<file path="config.mk">
export PLATFORM = sky130hd
export DESIGN_NAME = eud_uart
export DESIGN_NICKNAME = d
export VERILOG_FILES = /design/src/design/eud_pkg.sv /design/src/design/eud_uart.sv
export SDC_FILE = /design/constraint.sdc
export NUM_CORES = 1
export LEC_CHECK = 0
export ABC_CLOCK_PERIOD_IN_PS = 3300
export BUFFER_PORTS_ARGS = -buffer_cell sky130_fd_sc_hd__buf_2
export CAP_MARGIN = 20
export CORE_ASPECT_RATIO = 2
export CORE_UTILIZATION = 54
export CTS_BUF_LIST = sky130_fd_sc_hd__clkbuf_8 sky130_fd_sc_hd__clkbuf_16
export DETAILED_ROUTE_END_ITERATION = 10
export GPL_ROUTABILITY_DRIVEN = 0
export HOLD_SLACK_MARGIN = 0.1
export PLACE_DENSITY_LB_ADDON = 0.08
export SYNTH_ARGS = -nofsm -noshare
export SYNTH_HDL_FRONTEND = slang
export SYNTH_SLANG_ARGS = --single-unit
</file>
<file path="constraint.sdc">
create_clock -name aclk -period 3.3 [get_ports aclk]
set_input_delay 0.33 -clock aclk [delete_from_list [all_inputs] [get_ports aclk]]
set_output_delay 0.33 -clock aclk [all_outputs]
set_load 0.01 [all_outputs]
</file>
<file path="src/design/eud_pkg.sv">
// package for the enhanced uart: register map, field positions, counts, types
// assumes a single 200 MHz clock shared by bus, uart and the timer 1 overflow source
package eud_pkg;

  // ************************************************
  // register map (byte addresses, one word each)
  // ************************************************
  localparam int ADDR_W = 5;
  localparam logic [ADDR_W-1:0] OFF_CTRL = 5'h00;
  localparam logic [ADDR_W-1:0] OFF_BUF = 5'h04;
  localparam logic [ADDR_W-1:0] OFF_STAT = 5'h08;
  localparam logic [ADDR_W-1:0] OFF_PWR = 5'h0C;
  localparam logic [ADDR_W-1:0] OFF_DIVL = 5'h10;
  localparam logic [ADDR_W-1:0] OFF_DIVH = 5'h14;
  localparam logic [ADDR_W-1:0] OFF_CFG = 5'h18;
  localparam logic [ADDR_W-1:0] OFF_RSRC = 5'h1C;

  // ************************************************
  // field positions
  // ************************************************
  localparam int B_SM0 = 7;
  localparam int B_SM1 = 6;
  localparam int B_REN = 4;
  localparam int B_TB8 = 3;
  localparam int B_RB8 = 2;
  localparam int B_TI = 1;
  localparam int B_RI = 0;
  localparam int B_DBL = 7;
  localparam int B_BRK = 3;
  localparam int B_FE = 2;
  localparam int B_HFULL = 1;
  localparam int B_BUSY = 0;
  localparam int B_RATE_DOUBLE_BIT = 7;
  localparam int B_FESEL = 6;
  localparam int B_BRGSEL = 0;
  localparam int B_BRKRST = 1;
  localparam int B_BRKSRC = 0;

  // ************************************************
  // counts and codes
  // ************************************************
  localparam logic [3:0] PH_LAST = 4'hF;
  localparam logic [3:0] PH_MID = 4'h7;
  localparam logic [3:0] PH_HIGH = 4'h8;
  localparam logic [3:0] NB_M0 = 4'h7;
  localparam logic [3:0] NB_8 = 4'h9;
  localparam logic [3:0] NB_9 = 4'hA;
  localparam logic [3:0] NINTH_POS = 4'h9;
  localparam logic [3:0] RX_NB_8 = 4'h7;
  localparam logic [3:0] RX_NB_9 = 4'h8;
  localparam logic [7:0] BRK_TICKS = 8'hB0;
  localparam logic [15:0] DIV_RST = 16'h0000;
  localparam logic [1:0] RESP_OK = 2'h0;
  localparam logic [1:0] RESP_ERR = 2'h2;

  typedef enum logic [1:0] {MODE_SHIFT, MODE_8, MODE_9F, MODE_9V} eud_mode_t;
  typedef enum {T_IDLE, T_FRAME, T_SHIFT0} eud_tst_t;
  typedef enum {R_IDLE, R_START, R_DATA, R_STOP} eud_rst_t;

  // software configuration gathered in one bundle
  typedef struct packed {
    eud_mode_t mode;
    logic ren;
    logic tb8;
    logic rate_double_bit;
    logic fe_sel;
    logic dbl;
    logic brg_sel;
    logic brk_rst_en;
  } eud_cfg_t;

  localparam eud_cfg_t CFG_RST = '0;

endpackage

</file>
<file path="src/design/eud_uart.sv">
// enhanced uart with four modes, baud generator, break detect and tx double buffer
// assumes an axi4-lite master on aclk and a one-cycle timer 1 overflow pulse on aclk
//
// How it works
// - mode 0: data on rx line, clock on tx line, 8 bits lsb first, clk/16
// - 8-bit frame: low start, 8 data bits lsb first, high stop
// - 8-bit frame reception stores the stop bit in rx_ninth_bit
// - 8-bit frame rate from timer 1 overflow or baud generator
// - fixed 9-bit frame: start, 8 data, tx_ninth_bit, stop
// - 9-bit reception puts the ninth bit in rx_ninth_bit, drops stop
// - fixed 9-bit rate is clk/16 with rate doubling, else clk/32
// - mode 3 equals fixed 9-bit mode but rate from timer 1 or generator
// - baud generator uses a 16-bit divisor of two bytes, runs on clock
// - timer 1 rate halved again when rate doubling is clear
// - framing error in status; top control bit shows it when selected
// - break when receive line low for 11 bit times, reported in status
// - optional break-triggered reset of the whole device
// - double buffering sends back-to-back characters with one stop bit
// - double_buffer_enable is status bit 7; zero gives single buffering
// - double buffered: tx flag raised when holding buffer can accept
// - double buffered: tx_ninth_bit latched with the data byte
// - break reset sets a flag in reset_source_reg, cleared by writing zero
`timescale 1ns/1ps
module eud_uart
  import eud_pkg::*;
(
  input wire logic aclk,
  input wire logic aresetn,
  input wire logic [eud_pkg::ADDR_W-1:0] s_axi_awaddr,
  input wire logic s_axi_awvalid,
  output logic s_axi_awready,
  input wire logic [31:0] s_axi_wdata,
  input wire logic [3:0] s_axi_wstrb,
  input wire logic s_axi_wvalid,
  output logic s_axi_wready,
  output logic [1:0] s_axi_bresp,
  output logic s_axi_bvalid,
  input wire logic s_axi_bready,
  input wire logic [eud_pkg::ADDR_W-1:0] s_axi_araddr,
  input wire logic s_axi_arvalid,
  output logic s_axi_arready,
  output logic [31:0] s_axi_rdata,
  output logic [1:0] s_axi_rresp,
  output logic s_axi_rvalid,
  input wire logic s_axi_rready,
  input wire logic t1_overflow,
  input wire logic rxd_i,
  output logic rxd_o,
  output logic rxd_oe_n,
  output logic txd_o,
  output logic device_reset
);
  import eud_pkg::*;

  // ************************************************
  // declarations
  // ************************************************
  eud_cfg_t cfg_q, cfg_d;
  logic ti_q, ti_d, ri_q, ri_d, rb8_q, rb8_d, fe_q, fe_d, brk_q, brk_d;
  logic brksrc_q, brksrc_d, devrst_q, devrst_d;
  logic [7:0] rbuf_q, rbuf_d, divl_q, divl_d, divh_q, divh_d;
  logic aw_q, aw_d, w_q, w_d, awr_q, awr_d, wr_q, wr_d, bv_q, bv_d;
  logic arr_q, arr_d, rv_q, rv_d;
  logic [1:0] bresp_q, bresp_d, rresp_q, rresp_d;
  logic [31:0] rdata_q, rdata_d, wdat_q, wdat_d;
  logic [ADDR_W-1:0] waddr_q, waddr_d;
  logic wr_go, buf_wr;
  logic [15:0] brg_q, brg_d;
  logic half_q, half_d, os_tick;
  eud_tst_t tst_q, tst_d;
  logic [10:0] tsr_q, tsr_d;
  logic [3:0] tph_q, tph_d, tbit_q, tbit_d;
  logic t0rx_q, t0rx_d, hfull_q, hfull_d, txd_q, txd_d, rxo_q, rxo_d, rxoe_q, rxoe_d;
  logic [8:0] hold_q, hold_d;
  logic ti_set, m0_ri_set;
  eud_rst_t rst_q, rst_d;
  logic [3:0] rph_q, rph_d, rbit_q, rbit_d;
  logic [8:0] rsr_q, rsr_d;
  logic [7:0] bcnt_q, bcnt_d;
  logic rs1_q, rs2_q, rx_done, rx_nb8, rx_stop, brk_set;
  logic [7:0] rx_data;
  logic nine;

  assign nine = cfg_q.mode[1];

  // ************************************************
  // axi4-lite slave and register file
  // ************************************************
  // address and data may arrive in either order; write fires once both are held
  always_comb begin
    aw_d = aw_q;
    w_d = w_q;
    waddr_d = waddr_q;
    wdat_d = wdat_q;
    bv_d = bv_q && !s_axi_bready;
    bresp_d = bresp_q;
    rv_d = rv_q && !s_axi_rready;
    rdata_d = rdata_q;
    rresp_d = rresp_q;
    if (s_axi_awvalid && awr_q) begin
      aw_d = 1'b1;
      waddr_d = s_axi_awaddr;
    end
    if (s_axi_wvalid && wr_q) begin
      w_d = 1'b1;
      wdat_d = s_axi_wstrb[0] ? s_axi_wdata : {24'h000000, 8'h00};
    end
    wr_go = aw_q && w_q && !bv_q;
    buf_wr = wr_go && waddr_q == OFF_BUF;
    if (wr_go) begin
      aw_d = 1'b0;
      w_d = 1'b0;
      bv_d = 1'b1;
      bresp_d = (waddr_q[1:0] == 2'h0 && waddr_q <= OFF_RSRC) ? RESP_OK : RESP_ERR;
    end
    awr_d = !aw_d && !bv_d;
    wr_d = !w_d && !bv_d;
    arr_d = !rv_d && !(s_axi_arvalid && arr_q);
    if (s_axi_arvalid && arr_q) begin
      rv_d = 1'b1;
      rresp_d = RESP_OK;
      rdata_d = 32'h00000000;
      unique case (s_axi_araddr)
        // frame error shown in top bit when the select is set, else mode bit 1 (SM0)
        OFF_CTRL: rdata_d[7:0] = {cfg_q.fe_sel ? fe_q : cfg_q.mode[1], cfg_q.mode[0], 1'b0,
                                  cfg_q.ren, cfg_q.tb8, rb8_q, ti_q, ri_q};
        OFF_BUF: rdata_d[7:0] = rbuf_q;
        OFF_STAT: rdata_d[7:0] = {cfg_q.dbl, 3'h0, brk_q, fe_q, hfull_q, tst_q != T_IDLE};
        OFF_PWR: rdata_d[7:0] = {cfg_q.rate_double_bit, cfg_q.fe_sel, 6'h00};
        OFF_DIVL: rdata_d[7:0] = divl_q;
        OFF_DIVH: rdata_d[7:0] = divh_q;
        OFF_CFG: rdata_d[7:0] = {6'h00, cfg_q.brk_rst_en, cfg_q.brg_sel};
        OFF_RSRC: rdata_d[7:0] = {7'h00, brksrc_q};
        default: rresp_d = RESP_ERR;
      endcase
    end
  end

  // software fields; hardware set always wins over a software clear
  always_comb begin
    cfg_d = cfg_q;
    divl_d = divl_q;
    divh_d = divh_q;
    ti_d = ti_q;
    ri_d = ri_q;
    rb8_d = rb8_q;
    fe_d = fe_q;
    brk_d = brk_q;
    brksrc_d = brksrc_q;
    rbuf_d = rbuf_q;
    if (wr_go) begin
      unique case (waddr_q)
        OFF_CTRL: begin
          // mode bit 1 (SM0) only writable while the select is clear
          if (!cfg_q.fe_sel) cfg_d.mode[1] = wdat_q[B_SM0];
          else if (!wdat_q[B_SM0]) fe_d = 1'b0;
          cfg_d.mode[0] = wdat_q[B_SM1];
          cfg_d.ren = wdat_q[B_REN];
          cfg_d.tb8 = wdat_q[B_TB8];
          rb8_d = wdat_q[B_RB8];
          ti_d = ti_q && wdat_q[B_TI];
          ri_d = ri_q && wdat_q[B_RI];
        end
        OFF_STAT: begin
          cfg_d.dbl = wdat_q[B_DBL];
          brk_d = brk_q && wdat_q[B_BRK];
          fe_d = fe_q && wdat_q[B_FE];
        end
        OFF_PWR: begin
          cfg_d.rate_double_bit = wdat_q[B_RATE_DOUBLE_BIT];
          cfg_d.fe_sel = wdat_q[B_FESEL];
        end
        OFF_DIVL: divl_d = wdat_q[7:0];
        OFF_DIVH: divh_d = wdat_q[7:0];
        OFF_CFG: begin
          cfg_d.brg_sel = wdat_q[B_BRGSEL];
          cfg_d.brk_rst_en = wdat_q[B_BRKRST];
        end
        OFF_RSRC: brksrc_d = brksrc_q && wdat_q[B_BRKSRC];
        default: ;
      endcase
    end
    if (ti_set) ti_d = 1'b1;
    if (m0_ri_set) begin
      ri_d = 1'b1;
      // last bit is still on its way into the shifter this cycle
      rbuf_d = {rs2_q, tsr_q[7:1]};
    end
    if (rx_done) begin
      ri_d = 1'b1;
      rbuf_d = rx_data;
      // ninth flag from stop or ninth data bit
      rb8_d = rx_nb8;
      if (!rx_stop) fe_d = 1'b1;
    end
    if (brk_set) brk_d = 1'b1;
    if (brk_set && cfg_q.brk_rst_en) brksrc_d = 1'b1;
  end

  // one-cycle whole-device reset request on break
  assign devrst_d = brk_set && cfg_q.brk_rst_en;

  // ************************************************
  // baud generation: one tick per sixteenth of a bit
  // ************************************************
  always_comb begin
    brg_d = brg_q + 16'h0001;
    half_d = half_q;
    os_tick = 1'b0;
    // 16-bit divisor on the core clock
    if (brg_q >= {divh_q, divl_q}) brg_d = DIV_RST;
    unique case (cfg_q.mode)
      MODE_SHIFT: os_tick = 1'b0;
      MODE_9F: begin
        half_d = !half_q;
        os_tick = cfg_q.rate_double_bit || half_q;
      end
      default: begin
        if (cfg_q.brg_sel) os_tick = brg_q >= {divh_q, divl_q};
        else if (t1_overflow) begin
          half_d = !half_q;
          os_tick = cfg_q.rate_double_bit || half_q;
        end
      end
    endcase
  end

  // ************************************************
  // transmitter and mode 0 shifter
  // ************************************************
  always_comb begin
    tst_d = tst_q;
    tsr_d = tsr_q;
    tph_d = tph_q;
    tbit_d = tbit_q;
    t0rx_d = t0rx_q;
    hold_d = hold_q;
    hfull_d = hfull_q;
    txd_d = 1'b1;
    rxo_d = 1'b1;
    rxoe_d = 1'b1;
    ti_set = 1'b0;
    m0_ri_set = 1'b0;
    // writes while the holder is full are dropped; tb8 captured with data
    // ninth bit latched with byte
    if (buf_wr && !hfull_q) begin
      hold_d = {cfg_q.tb8, wdat_q[7:0]};
      hfull_d = 1'b1;
    end
    unique case (tst_q)
      T_IDLE: begin
        tph_d = 4'h0;
        tbit_d = 4'h0;
        // frames launch on a tick so the start bit gets a full 16 ticks
        if (hfull_q && (os_tick || cfg_q.mode == MODE_SHIFT)) begin
          hfull_d = 1'b0;
          t0rx_d = 1'b0;
          tsr_d = {1'b1, nine ? hold_q[8] : 1'b1, hold_q[7:0], 1'b0};
          tst_d = cfg_q.mode == MODE_SHIFT ? T_SHIFT0 : T_FRAME;
          ti_set = cfg_q.dbl;
        end else if (cfg_q.mode == MODE_SHIFT && cfg_q.ren && !ri_q) begin
          t0rx_d = 1'b1;
          tst_d = T_SHIFT0;
        end
      end
      T_FRAME: begin
        txd_d = tsr_q[tbit_q];
        // single buffered reads the live ninth bit
        if (tbit_q == NINTH_POS && nine && !cfg_q.dbl) txd_d = cfg_q.tb8;
        if (os_tick) begin
          tph_d = tph_q + 4'h1;
          if (tph_q == PH_LAST) begin
            tbit_d = tbit_q + 4'h1;
            if (tbit_q == (nine ? NB_9 : NB_8)) begin
              // next frame follows straight after one stop bit
              if (hfull_q) begin
                hfull_d = 1'b0;
                tsr_d = {1'b1, nine ? hold_q[8] : 1'b1, hold_q[7:0], 1'b0};
                tbit_d = 4'h0;
                ti_set = cfg_q.dbl;
              end else begin
                tst_d = T_IDLE;
                ti_set = !cfg_q.dbl;
              end
            end
          end
        end
      end
      T_SHIFT0: begin
        // clock low then high each 16 cycles, lsb first
        tph_d = tph_q + 4'h1;
        txd_d = tph_q >= PH_HIGH;
        rxoe_d = t0rx_q;
        rxo_d = tsr_q[1];
        if (tph_q == PH_LAST) begin
          tbit_d = tbit_q + 4'h1;
          if (t0rx_q) tsr_d = {3'h0, rs2_q, tsr_q[7:1]};
          else tsr_d = {1'b1, tsr_q[10:1]};
          if (tbit_q == NB_M0) begin
            tst_d = T_IDLE;
            ti_set = !t0rx_q;
            m0_ri_set = t0rx_q;
          end
        end
      end
    endcase
  end

  // ************************************************
  // receiver and break detector
  // ************************************************
  always_comb begin
    rst_d = rst_q;
    rph_d = rph_q;
    rbit_d = rbit_q;
    rsr_d = rsr_q;
    bcnt_d = bcnt_q;
    rx_done = 1'b0;
    rx_stop = rs2_q;
    rx_data = nine ? rsr_q[7:0] : rsr_q[8:1];
    rx_nb8 = nine ? rsr_q[8] : rs2_q;
    brk_set = 1'b0;
    // count low oversample ticks up to 11 bit times
    if (rs2_q) bcnt_d = 8'h00;
    else if (os_tick && bcnt_q != BRK_TICKS) begin
      bcnt_d = bcnt_q + 8'h01;
      brk_set = bcnt_q == BRK_TICKS - 8'h01;
    end
    if (os_tick && cfg_q.mode != MODE_SHIFT) begin
      rph_d = rph_q + 4'h1;
      unique case (rst_q)
        R_IDLE: begin
          rph_d = 4'h0;
          if (!rs2_q && cfg_q.ren) rst_d = R_START;
        end
        R_START: if (rph_q == PH_MID) begin
          rph_d = 4'h0;
          rbit_d = 4'h0;
          rst_d = rs2_q ? R_IDLE : R_DATA;
        end
        R_DATA: if (rph_q == PH_LAST) begin
          rsr_d = {rs2_q, rsr_q[8:1]};
          rbit_d = rbit_q + 4'h1;
          if (rbit_q == (nine ? RX_NB_9 : RX_NB_8)) rst_d = R_STOP;
        end
        R_STOP: if (rph_q == PH_LAST) begin
          rx_done = 1'b1;
          rst_d = R_IDLE;
        end
      endcase
    end
  end

  // ************************************************
  // state registers
  // ************************************************
  always_ff @(posedge aclk) begin
    rs1_q <= rxd_i;
    rs2_q <= rs1_q;
    if (!aresetn) begin
      aw_q <= 1'b0;
      w_q <= 1'b0;
      awr_q <= 1'b0;
      wr_q <= 1'b0;
      bv_q <= 1'b0;
      arr_q <= 1'b0;
      rv_q <= 1'b0;
      bresp_q <= RESP_OK;
      rresp_q <= RESP_OK;
      rdata_q <= 32'h00000000;
      wdat_q <= 32'h00000000;
      waddr_q <= OFF_CTRL;
      cfg_q <= CFG_RST;
      divl_q <= 8'h00;
      divh_q <= 8'h00;
      {ti_q, ri_q, rb8_q, fe_q, brk_q, brksrc_q, devrst_q} <= 7'h00;
      rbuf_q <= 8'h00;
      brg_q <= DIV_RST;
      half_q <= 1'b0;
      tst_q <= T_IDLE;
      tsr_q <= 11'h7FF;
      {tph_q, tbit_q, rph_q, rbit_q} <= 16'h0000;
      {t0rx_q, hfull_q} <= 2'h0;
      hold_q <= 9'h000;
      {txd_q, rxo_q, rxoe_q} <= 3'h7;
      rst_q <= R_IDLE;
      rsr_q <= 9'h000;
      bcnt_q <= 8'h00;
    end else begin
      {aw_q, w_q, awr_q, wr_q, bv_q, arr_q, rv_q} <= {aw_d, w_d, awr_d, wr_d, bv_d, arr_d, rv_d};
      {bresp_q, rresp_q, rdata_q, wdat_q, waddr_q} <= {bresp_d, rresp_d, rdata_d, wdat_d, waddr_d};
      {cfg_q, divl_q, divh_q, rbuf_q} <= {cfg_d, divl_d, divh_d, rbuf_d};
      {ti_q, ri_q, rb8_q, fe_q, brk_q, brksrc_q, devrst_q} <= {ti_d, ri_d, rb8_d, fe_d, brk_d, brksrc_d, devrst_d};
      {brg_q, half_q} <= {brg_d, half_d};
      tst_q <= tst_d;
      {tsr_q, tph_q, tbit_q, t0rx_q, hfull_q, hold_q} <= {tsr_d, tph_d, tbit_d, t0rx_d, hfull_d, hold_d};
      {txd_q, rxo_q, rxoe_q} <= {txd_d, rxo_d, rxoe_d};
      rst_q <= rst_d;
      {rph_q, rbit_q, rsr_q, bcnt_q} <= {rph_d, rbit_d, rsr_d, bcnt_d};
    end
  end

  // outputs straight from flip-flops
  assign s_axi_awready = awr_q;
  assign s_axi_wready = wr_q;
  assign s_axi_bvalid = bv_q;
  assign s_axi_bresp = bresp_q;
  assign s_axi_arready = arr_q;
  assign s_axi_rvalid = rv_q;
  assign s_axi_rdata = rdata_q;
  assign s_axi_rresp = rresp_q;
  assign txd_o = txd_q;
  assign rxd_o = rxo_q;
  assign rxd_oe_n = rxoe_q;
  assign device_reset = devrst_q;

endmodule

</file>
==> results.cfg, run 1 <==
[route]
wire_per_inst_microns = 18.1
drt_iter0_drc = 331
routed_via_density = 5.86
ant_nets = 0
drtPass1Iterations = 5
vias = 6678
postRouteWirelength_microns = 20600
drc = 0

[synthesis]
ys_async_sr_fraction_pct = 0
netlist_area_sq_um = 7690
synth_fa_ha_area_share_pct = 4.56
synth_top_family_by_area = simple AND/OR/NAND/NOR gates
synth-simple-area-share_pct = 22.0
yosys_most_used_dff = dfxtp_1
synth_xor_area_share_pct = 2.39
synth.distinct_cells = 67
avgSynthCellArea_sq_um = 8.47
synth_seq_cells = 151
synth-edff-count = 0
yosysWarnings = 0
yosysSeqAreaShare_pct = 39.3
synthMuxAreaShare_pct = 8.63
synth_compound_area_share_pct = 15.5
syn_inst = 908

[grt]
grt_util_met1_pct = 27.4
grt_overflow = 0
grt_use_met3_pct = 5.50
grt_usage_pct = 28.8
grt_pass1_vias = 6429
antenna_found_initial = 0
grt_use_met2_pct = 55.2
busiest_layer = met2
grt_pass1_wl_microns = 32200
grt_max_degree = 39

[sta]
clock.fmax_mhz = 350
fin_hold_ws_ns = 0.179
rsz0062_at_grt = false
worst_slew_pin_slew_ns = 0.835
setup_viol = 0
setup_ws_ns = 0.445
relSlewSlack_pct = 44.1
fin_crit_sh_pct = 86.5
setup_tns_ns = 0
worst_clock_skew_ns = 0.0109
final-hold-violation-count = 0
post-route-min-period_ns = 2.85
drv_slew = 0

[clock_tree]
numCtsBuffers = 17
clk_pin_slew_worst_paths_ns = 0.07
cts_tree = yes
root_buffer = clkbuf_16
cts_max_level = 4
clockBufferDepth = 2
post_cts_buffers = 0
clock_latency_ns = 0.42
clkSinkCount = 151

[min_path]
min_path_type = in -> reg

[floorplanning]
start_util_pct = 55.3
dieHeight_microns = 171
die_w_microns = 86.4
design.die.area_sq_um = 14700
num_rows = 61
pin_count = 100
core_sq_um = 13900

[worst_setup_path]
r2r-end = rbuf_q[0]
critPathKind = reg -> reg
path_cells = inv_1 > ha_1 > nand4_1 > a211o_1 > o2111ai_2 > buf_4 > nand4b_2 > a211oi_1 > a211oi_1
critPathBufInv = 2
cp_slowest_cell = a211oi_1
cp.depth = 9
slowest_delay_ns = 0.50
worstSetupEndpointType = register
cp-startpoint = divh_q[5]
ff2ff_setup_slack_ns = 0.45
critPathCapture = rbuf_q[0]
r2r-start = divh_q[5]
critPathMaxFanout = 16
cpMostUsedCell = a211oi_1
arrival_ns = 3.14
rr_worst_depth = 9
cp-start-kind = register
cp.required_ns = 3.58
cpLargestDelayFamily = compound AO/OA/AOI/OAI gates

[place]
dp_hpwl_microns = 15400
portBuffers = 46
dp_slack_ns = 0.443

[power]
p_leak_nw = 3.25
pwr_density_cell_nw_per_um2 = 495
max-vdd-ir-drop_mv = 0.329

[finish]
multiInputGateArea_sq_um = 4180
finalCoreUtilization_pct = 61.8
mostFrequentLayoutCells = dfxtp_1 (151), nor2_1 (107), nand2_1 (73)
syn2layout_area_growth_pct = 11.6
drive_gt1_share_pct = 12.8
antenna-diode-count = 0
seq_area_sq_um = 3020
fillers = 1282
final_common_cell = dfxtp_1
fin_nets = 1021

[outcome]
status = complete, no violations

[run]
max_cap_violations = 0
## tightest hold or removal path: cells and delay by family
family | cells | cell delay [ns]
buf+inv | 1 | 0.10
simple gates | 1 | 0.07
compound gates | 1 | 0.06
## through the flow
stage	instances	power (W)	instance area (sq um)
3_3_place_gp	1107	0.00223	7950
4_1_cts	1140	0.00426	8580
3_5_place_dp	1107	0.00224	7950
5_1_grt	1140	0.00437	8580
2_1_floorplan	933	0.00215	7780
6_report	1140	0.00424	8580
## synthesized netlist by cell type, types with 5 or more instances
master | n | area, sq um
dfxtp_1 | 151 | 3020
nor2_1 | 107 | 402
nand2_1 | 73 | 274
a21oi_1 | 62 | 310
nand3_1 | 59 | 295
mux2i_1 | 55 | 551
inv_1 | 37 | 139
clkbuf_1 | 34 | 128
o21ai_0 | 31 | 155
buf_4 | 29 | 218
ha_1 | 28 | 350
a211oi_1 | 22 | 165
and3_1 | 17 | 106
nor2b_1 | 17 | 106
a31oi_1 | 16 | 100
xor2_1 | 16 | 140
nor3_1 | 13 | 65.1
buf_2 | 9 | 45.0
and4b_1 | 8 | 80.1
nand2b_1 | 6 | 37.5
nand3b_1 | 6 | 45.0
nand4_1 | 6 | 37.5
o211ai_1 | 6 | 45.0
o31ai_1 | 6 | 45.0
a22oi_1 | 5 | 37.5
or2_2 | 5 | 31.3
or3_1 | 5 | 31.3
xnor2_1 | 5 | 43.8
## cell families (layout without fill, tap and decap cells)
family          Yosys count  after routing
simple gates            343            343
compound gates          186            186
flops                   151            151
fa+ha+maj                28             28
xor+xnor                 21             21
other cells               1             26
buf+inv                 117            135
mux                      61             61
## power by group
group | leakage, nW | internal (W) | switching [W] | total [W]
Sequential | 1.22 | 0.00186 | 0.0000559 | 0.00192
Combinational | 1.73 | 0.000108 | 0.000180 | 0.000287
Clock | 0.298 | 0.00124 | 0.000801 | 0.00204
## timing repair
item,in CTS,in global routing
endpoints found under the hold margin,1,0
gates resized for setup,0,0
hold buffers,1,0
## routing by layer
layer,vias up,wire length [microns]
met2,166,11400
met3,71,643
met5,-,0
li1,3230,-
met1,3211,7400
met4,0,1110
## state kept, by name (all words and copies together), names as in the netlist, 5 cells and up, named ones only
name,cells
s_axi_rdata,8
waddr_q,5
tsr_q,11
rbuf_q,8
rsr_q,9
divh_q,8
divl_q,8
brg_q,16
wdat_q,8
bcnt_q,8
cfg_q,9
hold_q,9
## cell type report
| class | instances | share of cell area, % |
|---|---|---|
| sequential | 151 | 35.2 |
| clock inverter | 13 | 1.97 |
| timing repair buffer | 66 | 4.46 |
| tap | 189 | 2.76 |
| multi-input combinational | 665 | 48.7 |
| inverter | 37 | 1.62 |
| clock buffer | 19 | 5.28 |
## how the worst min path moves through the flow
stage / from / endpoint / slack (ns) / cells past startpoint
global route: s_axi_wdata[7] / wdat_q[7] / 0.18 / 3
finish: s_axi_wdata[7] / wdat_q[7] / 0.18 / 3
CTS: s_axi_wdata[7] / wdat_q[7] / 0.17 / 3
floorplan: rs1_q / rs2_q / 0.31 / 0
detailed placement: rs1_q / rs2_q / 0.32 / 0
global placement: rs1_q / rs2_q / 0.31 / 0
Power figures use the tool's default switching activity.
==> inputs of run 2 (changes only) <==
--- a/config.mk
+++ b/config.mk
@@ -5,11 +5,11 @@
 export SDC_FILE = /design/constraint.sdc
 export NUM_CORES = 1
 export LEC_CHECK = 0
-export ABC_CLOCK_PERIOD_IN_PS = 3300
+export ABC_CLOCK_PERIOD_IN_PS = 3290
 export BUFFER_PORTS_ARGS = -buffer_cell sky130_fd_sc_hd__buf_2
 export CAP_MARGIN = 20
-export CORE_ASPECT_RATIO = 2
-export CORE_UTILIZATION = 54
+export CORE_ASPECT_RATIO = 0.75
+export CORE_UTILIZATION = 55
 export CTS_BUF_LIST = sky130_fd_sc_hd__clkbuf_8 sky130_fd_sc_hd__clkbuf_16
 export DETAILED_ROUTE_END_ITERATION = 10
 export GPL_ROUTABILITY_DRIVEN = 0
==> constraint.sdc (replaced) <==
create_clock -name aclk -period 3.29 [get_ports aclk]
set_input_delay 0.329 -clock aclk [delete_from_list [all_inputs] [get_ports aclk]]
set_output_delay 0.329 -clock aclk [all_outputs]
set_load 0.01 [all_outputs]
==> results.cfg, run 2 (synthesized netlist as in run 1, its figures left out) <==
[outcome]
status = finished, violations left
failed_checks = design-rule violations

[sta]
rsz0062_at_grt = false
worst_clock_skew_ns = 0.00866
relSlewSlack_pct = 39.6
worst_slew_pin_slew_ns = 0.901
post-route-min-period_ns = 2.89
setup_viol = 0
fin_hold_ws_ns = 0.152
drv_slew = 0
final-hold-violation-count = 0
fin_crit_sh_pct = 87.9
clock.fmax_mhz = 346
setup_tns_ns = 0

[power]
pwr_density_cell_nw_per_um2 = 497
comb_power_share_pct = 6.6
swShare_pct = 23.8
power_switching_w = 0.00101
max-vdd-ir-drop_mv = 0.390
power_frac_seq_pct = 45.2
pwr-share-clk_pct = 48.1
intPower_w = 0.00323
p_leak_nw = 3.23

[min_path]
min_path_type = in -> reg
hold_path_depth = 3
hp-start = s_axi_awaddr[1]
hold_end = waddr_q[1]

[worst_setup_path]
r2r-end = tsr_q[7]
worstSetupEndpointType = register
rr_worst_depth = 9
cp-start-kind = register
critPathMaxFanout = 14
cp.required_ns = 3.61
arrival_ns = 3.21
critPathKind = reg -> reg
ff2ff_setup_slack_ns = 0.40
r2r-start = divl_q[2]

[grt]
antenna_found_initial = 0
grt_overflow = 0
grt_max_degree = 74
grt_pass1_wl_microns = 31600
grt_pass1_vias = 6136
grt_usage_pct = 28.0

[finish]
finalCoreUtilization_pct = 62.4
mostFrequentLayoutCells = dfxtp_1 (151), nor2_1 (107), nand2_1 (73)
syn2layout_area_growth_pct = 10.8
top_register = brg_q
fin_nets = 1014
final_cell_area_sq_um = 8520
largest_reg_flops = 16
final_common_cell = dfxtp_1
drive_gt1_share_pct = 12.0
antenna-diode-count = 0
top_regs = brg_q (16), tsr_q (11)

[place]
dpl_cell_area_sq_um = 7890
dp_hpwl_microns = 14100
portBuffers = 46

[clock_tree]
root_buffer = clkbuf_16
cts_tree = yes
clockBufferDepth = 2
clkSinkCount = 151
cts_max_level = 4
numCtsBuffers = 17
clock_latency_ns = 0.43
clk_pin_slew_worst_paths_ns = 0.06
post_cts_buffers = 0

[floorplanning]
num_rows = 37
die_w_microns = 139
pin_count = 100
design.die.area_sq_um = 14500
dieHeight_microns = 104
start_util_pct = 56.3
core_sq_um = 13700

[route]
postRouteWirelength_microns = 19800
routed_via_density = 5.96
wire_per_inst_microns = 17.7
drtPass1Iterations = 10
drt_iter0_drc = 693
ant_nets = 0
vias = 6668
drc = 16

[run]
max_cap_violations = 0
[run 2: final cells by class]
type	instances	area (sq um)
fillers	1173	5140
multi-input cells	665	4180
flip-flops and latches	151	3020
clock buffers	17	425
repair buffers	59	343
well taps	175	219
clock inverters	15	189
inverters	37	139
[run 2: per-layer routing]
metal  global-route usage [%]  part of all wire [%]
met5                        0                     0
met1                     39.3                    47
met4                     8.91                   1.6
met3                     6.49                   8.2
met2                     42.3                    43
[run 2: how the worst max path moves through the flow]
stage / to / from / slack [ns]
6_report: tsr_q[7] / divl_q[2] / 0.40
5_1_grt: rbuf_q[6] / divh_q[7] / 0.25
4_1_cts: tsr_q[7] / divl_q[2] / 0.46
3_5_place_dp: tsr_q[7] / divl_q[2] / 0.48
3_3_place_gp: tsr_q[7] / divl_q[2] / 0.54
2_1_floorplan: ti_q / divh_q[6] / 0.98
[run 2: through the flow]
step           power, W  std cells  setup slack (ns)
2_1_floorplan   0.00215        933             0.978
3_3_place_gp    0.00222       1086             0.541
3_5_place_dp    0.00223       1086             0.481
4_1_cts         0.00425       1119             0.456
5_1_grt         0.00437       1119             0.249
6_report        0.00424       1119             0.398
[run 2: power groups by stage]
| stage | combinational [W] | sequential, W | clock (W) |
|---|---|---|---|
| after CTS | 0.000276 | 0.00191 | 0.00206 |
| after detailed placement | 0.000274 | 0.00195 | 0 |
| after global placement | 0.000267 | 0.00195 | 0 |
| after global routing | 0.000307 | 0.00192 | 0.00214 |
| after floorplan | 0.000215 | 0.00194 | 0 |
| final | 0.000281 | 0.00192 | 0.00204 |
[run 2: worst max-delay path: stages, from the launching register on]
cell       delay [ns]
dfxtp_1          0.35
inv_1            0.05
ha_1             0.30
a211oi_1         0.22
o21ai_1          0.12
a211oi_2         0.42
o2111ai_2        0.29
nand3_1          0.49
a221oi_1         0.18
a311o_1          0.34
[run 2: repair_timing]
| item | CTS | global route |
|---|---|---|
| hold buffers | 1 | 0 |
| resized for setup | 0 | 0 |
| endpoints found under the hold margin | 1 | 0 |
==> inputs of run 3 (changes only) <==
--- a/config.mk
+++ b/config.mk
@@ -14,7 +14,7 @@
 export DETAILED_ROUTE_END_ITERATION = 10
 export GPL_ROUTABILITY_DRIVEN = 0
 export HOLD_SLACK_MARGIN = 0.1
-export PLACE_DENSITY_LB_ADDON = 0.08
+export PLACE_DENSITY = 0.84
 export SYNTH_ARGS = -nofsm -noshare
 export SYNTH_HDL_FRONTEND = slang
 export SYNTH_SLANG_ARGS = --single-unit
==> results.cfg, run 3 (synthesized netlist as in run 1, its figures left out) <==
[outcome]
status = finished, violations left
failed_checks = design-rule violations

[finish]
final_common_cell = dfxtp_1
largest_reg_flops = 16
fin_nets = 1018
syn2layout_area_growth_pct = 10.4
top_register = brg_q
mostFrequentLayoutCells = dfxtp_1 (151), nor2_1 (107), nand2_1 (73)
antenna-diode-count = 0
finalCoreUtilization_pct = 62.2
final_cell_area_sq_um = 8490
top_regs = brg_q (16), tsr_q (11)
drive_gt1_share_pct = 12.4

[grt]
grt_max_degree = 55
grt_util_met1_pct = 38.1
grt_pass1_wl_microns = 30700
grt_overflow = 0
grt_use_met2_pct = 38.5
grt_pass1_vias = 6013
antenna_found_initial = 0
grt_usage_pct = 27.0
grt_use_met3_pct = 7.83
busiest_layer = met2

[worst_setup_path]
critPathKind = reg -> reg
rr_worst_depth = 9
cp-start-kind = register
cp.depth = 9
critPathMaxFanout = 14
critPathBufInv = 1
cp.required_ns = 3.60
path_cells = inv_1 > ha_1 > a211oi_1 > o21ai_1 > a211oi_2 > o2111ai_2 > nand3_1 > a221oi_1 > a311o_1
arrival_ns = 3.21
cpLargestDelayFamily = compound AO/OA/AOI/OAI gates
worstSetupEndpointType = register
slowest_delay_ns = 0.49
r2r-start = divl_q[2]
cp_slowest_cell = nand3_1
cp-startpoint = divl_q[2]

[sta]
setup_tns_ns = 0
final-hold-violation-count = 0
relSlewSlack_pct = 42.5
worst_clock_skew_ns = 0.00768
worst_slew_pin_slew_ns = 0.858
post-route-min-period_ns = 2.90
rsz0062_at_grt = false
setup_viol = 0
clock.fmax_mhz = 345
drv_slew = 0
fin_crit_sh_pct = 88.0

[route]
wire_per_inst_microns = 16.9
routed_via_density = 5.99
postRouteWirelength_microns = 18900
ant_nets = 0
drt_iter0_drc = 681
drtPass1Iterations = 9
vias = 6713
drc = 12

[place]
dpl_cell_area_sq_um = 7910
portBuffers = 46
dp_hpwl_microns = 13200

[floorplanning]
die_w_microns = 139
design.die.area_sq_um = 14500
pin_count = 100
start_util_pct = 56.3
num_rows = 37
core_sq_um = 13700
dieHeight_microns = 104

[clock_tree]
cts_tree = yes
clkSinkCount = 151
clock_latency_ns = 0.43
cts_max_level = 4
clockBufferDepth = 2
clk_pin_slew_worst_paths_ns = 0.06
root_buffer = clkbuf_16
numCtsBuffers = 17

[min_path]
hold_path_depth = 3
min_path_type = in -> reg
hp-start = s_axi_awaddr[0]

[power]
pwr_density_cell_nw_per_um2 = 482
p_leak_nw = 3.21
max-vdd-ir-drop_mv = 0.448

[run]
max_cap_violations = 0
[run 3: cell count changes in the layout (fill, tap and decap cells not counted)]
| cell | delta |
|---|---|
| buf_12 | -1 |
| buf_4 | +5 |
| bufinv_16 | -2 |
| clkbuf_8 | +1 |
| clkinv_2 | -1 |
| clkinv_4 | -3 |
| clkinvlp_4 | +3 |
| inv_1 | -2 |
| inv_6 | +2 |
[run 3: where the power goes]
part	switching (W)	internal, W
Sequential	0.0000403	0.00187
Clock	0.000778	0.00113
Combinational	0.000179	0.000103
[run 3: what timing repair did]
| item | in CTS | in global routing |
|---|---|---|
| hold endpoints to repair | 1 | 0 |
| resized for setup | 0 | 0 |
| buffers inserted | 0 | 0 |
| hold buffers | 1 | 0 |
[run 3: metal layers]
layer | vias up | part of all wire (%)
li1 | 3226 | -
met2 | 326 | 42
met1 | 3120 | 45
met3 | 41 | 11
met5 | - | 0
met4 | 0 | 2.0
[run 3: stage by stage]
stage / power [W] / hold WS, ns / setup WS [ns] / cells
3_3_place_gp: 0.00221 / 0.340 / 0.549 / 1090
5_1_grt: 0.00424 / 0.151 / 0.164 / 1121
6_report: 0.00410 / 0.159 / 0.394 / 1121
3_5_place_dp: 0.00222 / 0.344 / 0.475 / 1090
2_1_floorplan: 0.00215 / 0.310 / 0.978 / 933
4_1_cts: 0.00411 / 0.149 / 0.454 / 1121
[run 3: cell type report]
class | count | area [sq um]
Fill cell | 1114 | 5170
Multi-Input combinational cell | 665 | 4180
Sequential cell | 151 | 3020
Clock buffer | 18 | 439
Timing Repair Buffer | 63 | 360
Tap cell | 175 | 219
Inverter | 37 | 139
Clock inverter | 12 | 130
[run 3: worst reg2reg max path: stages, from the launching register on]
cell	delay, ns
dfxtp_1	0.36
inv_1	0.06
ha_1	0.30
a211oi_1	0.23
o21ai_1	0.12
a211oi_2	0.45
o2111ai_2	0.24
nand3_1	0.49
a221oi_1	0.20
a311o_1	0.34
[run 3: path summary, 6_finish.rpt]
kind / to / slack [ns]
hold reg to reg: rs2_q / 0.36
hold / removal: waddr_q[0] / 0.16
setup / recovery: tsr_q[7] / 0.39
setup reg to reg: tsr_q[7] / 0.39
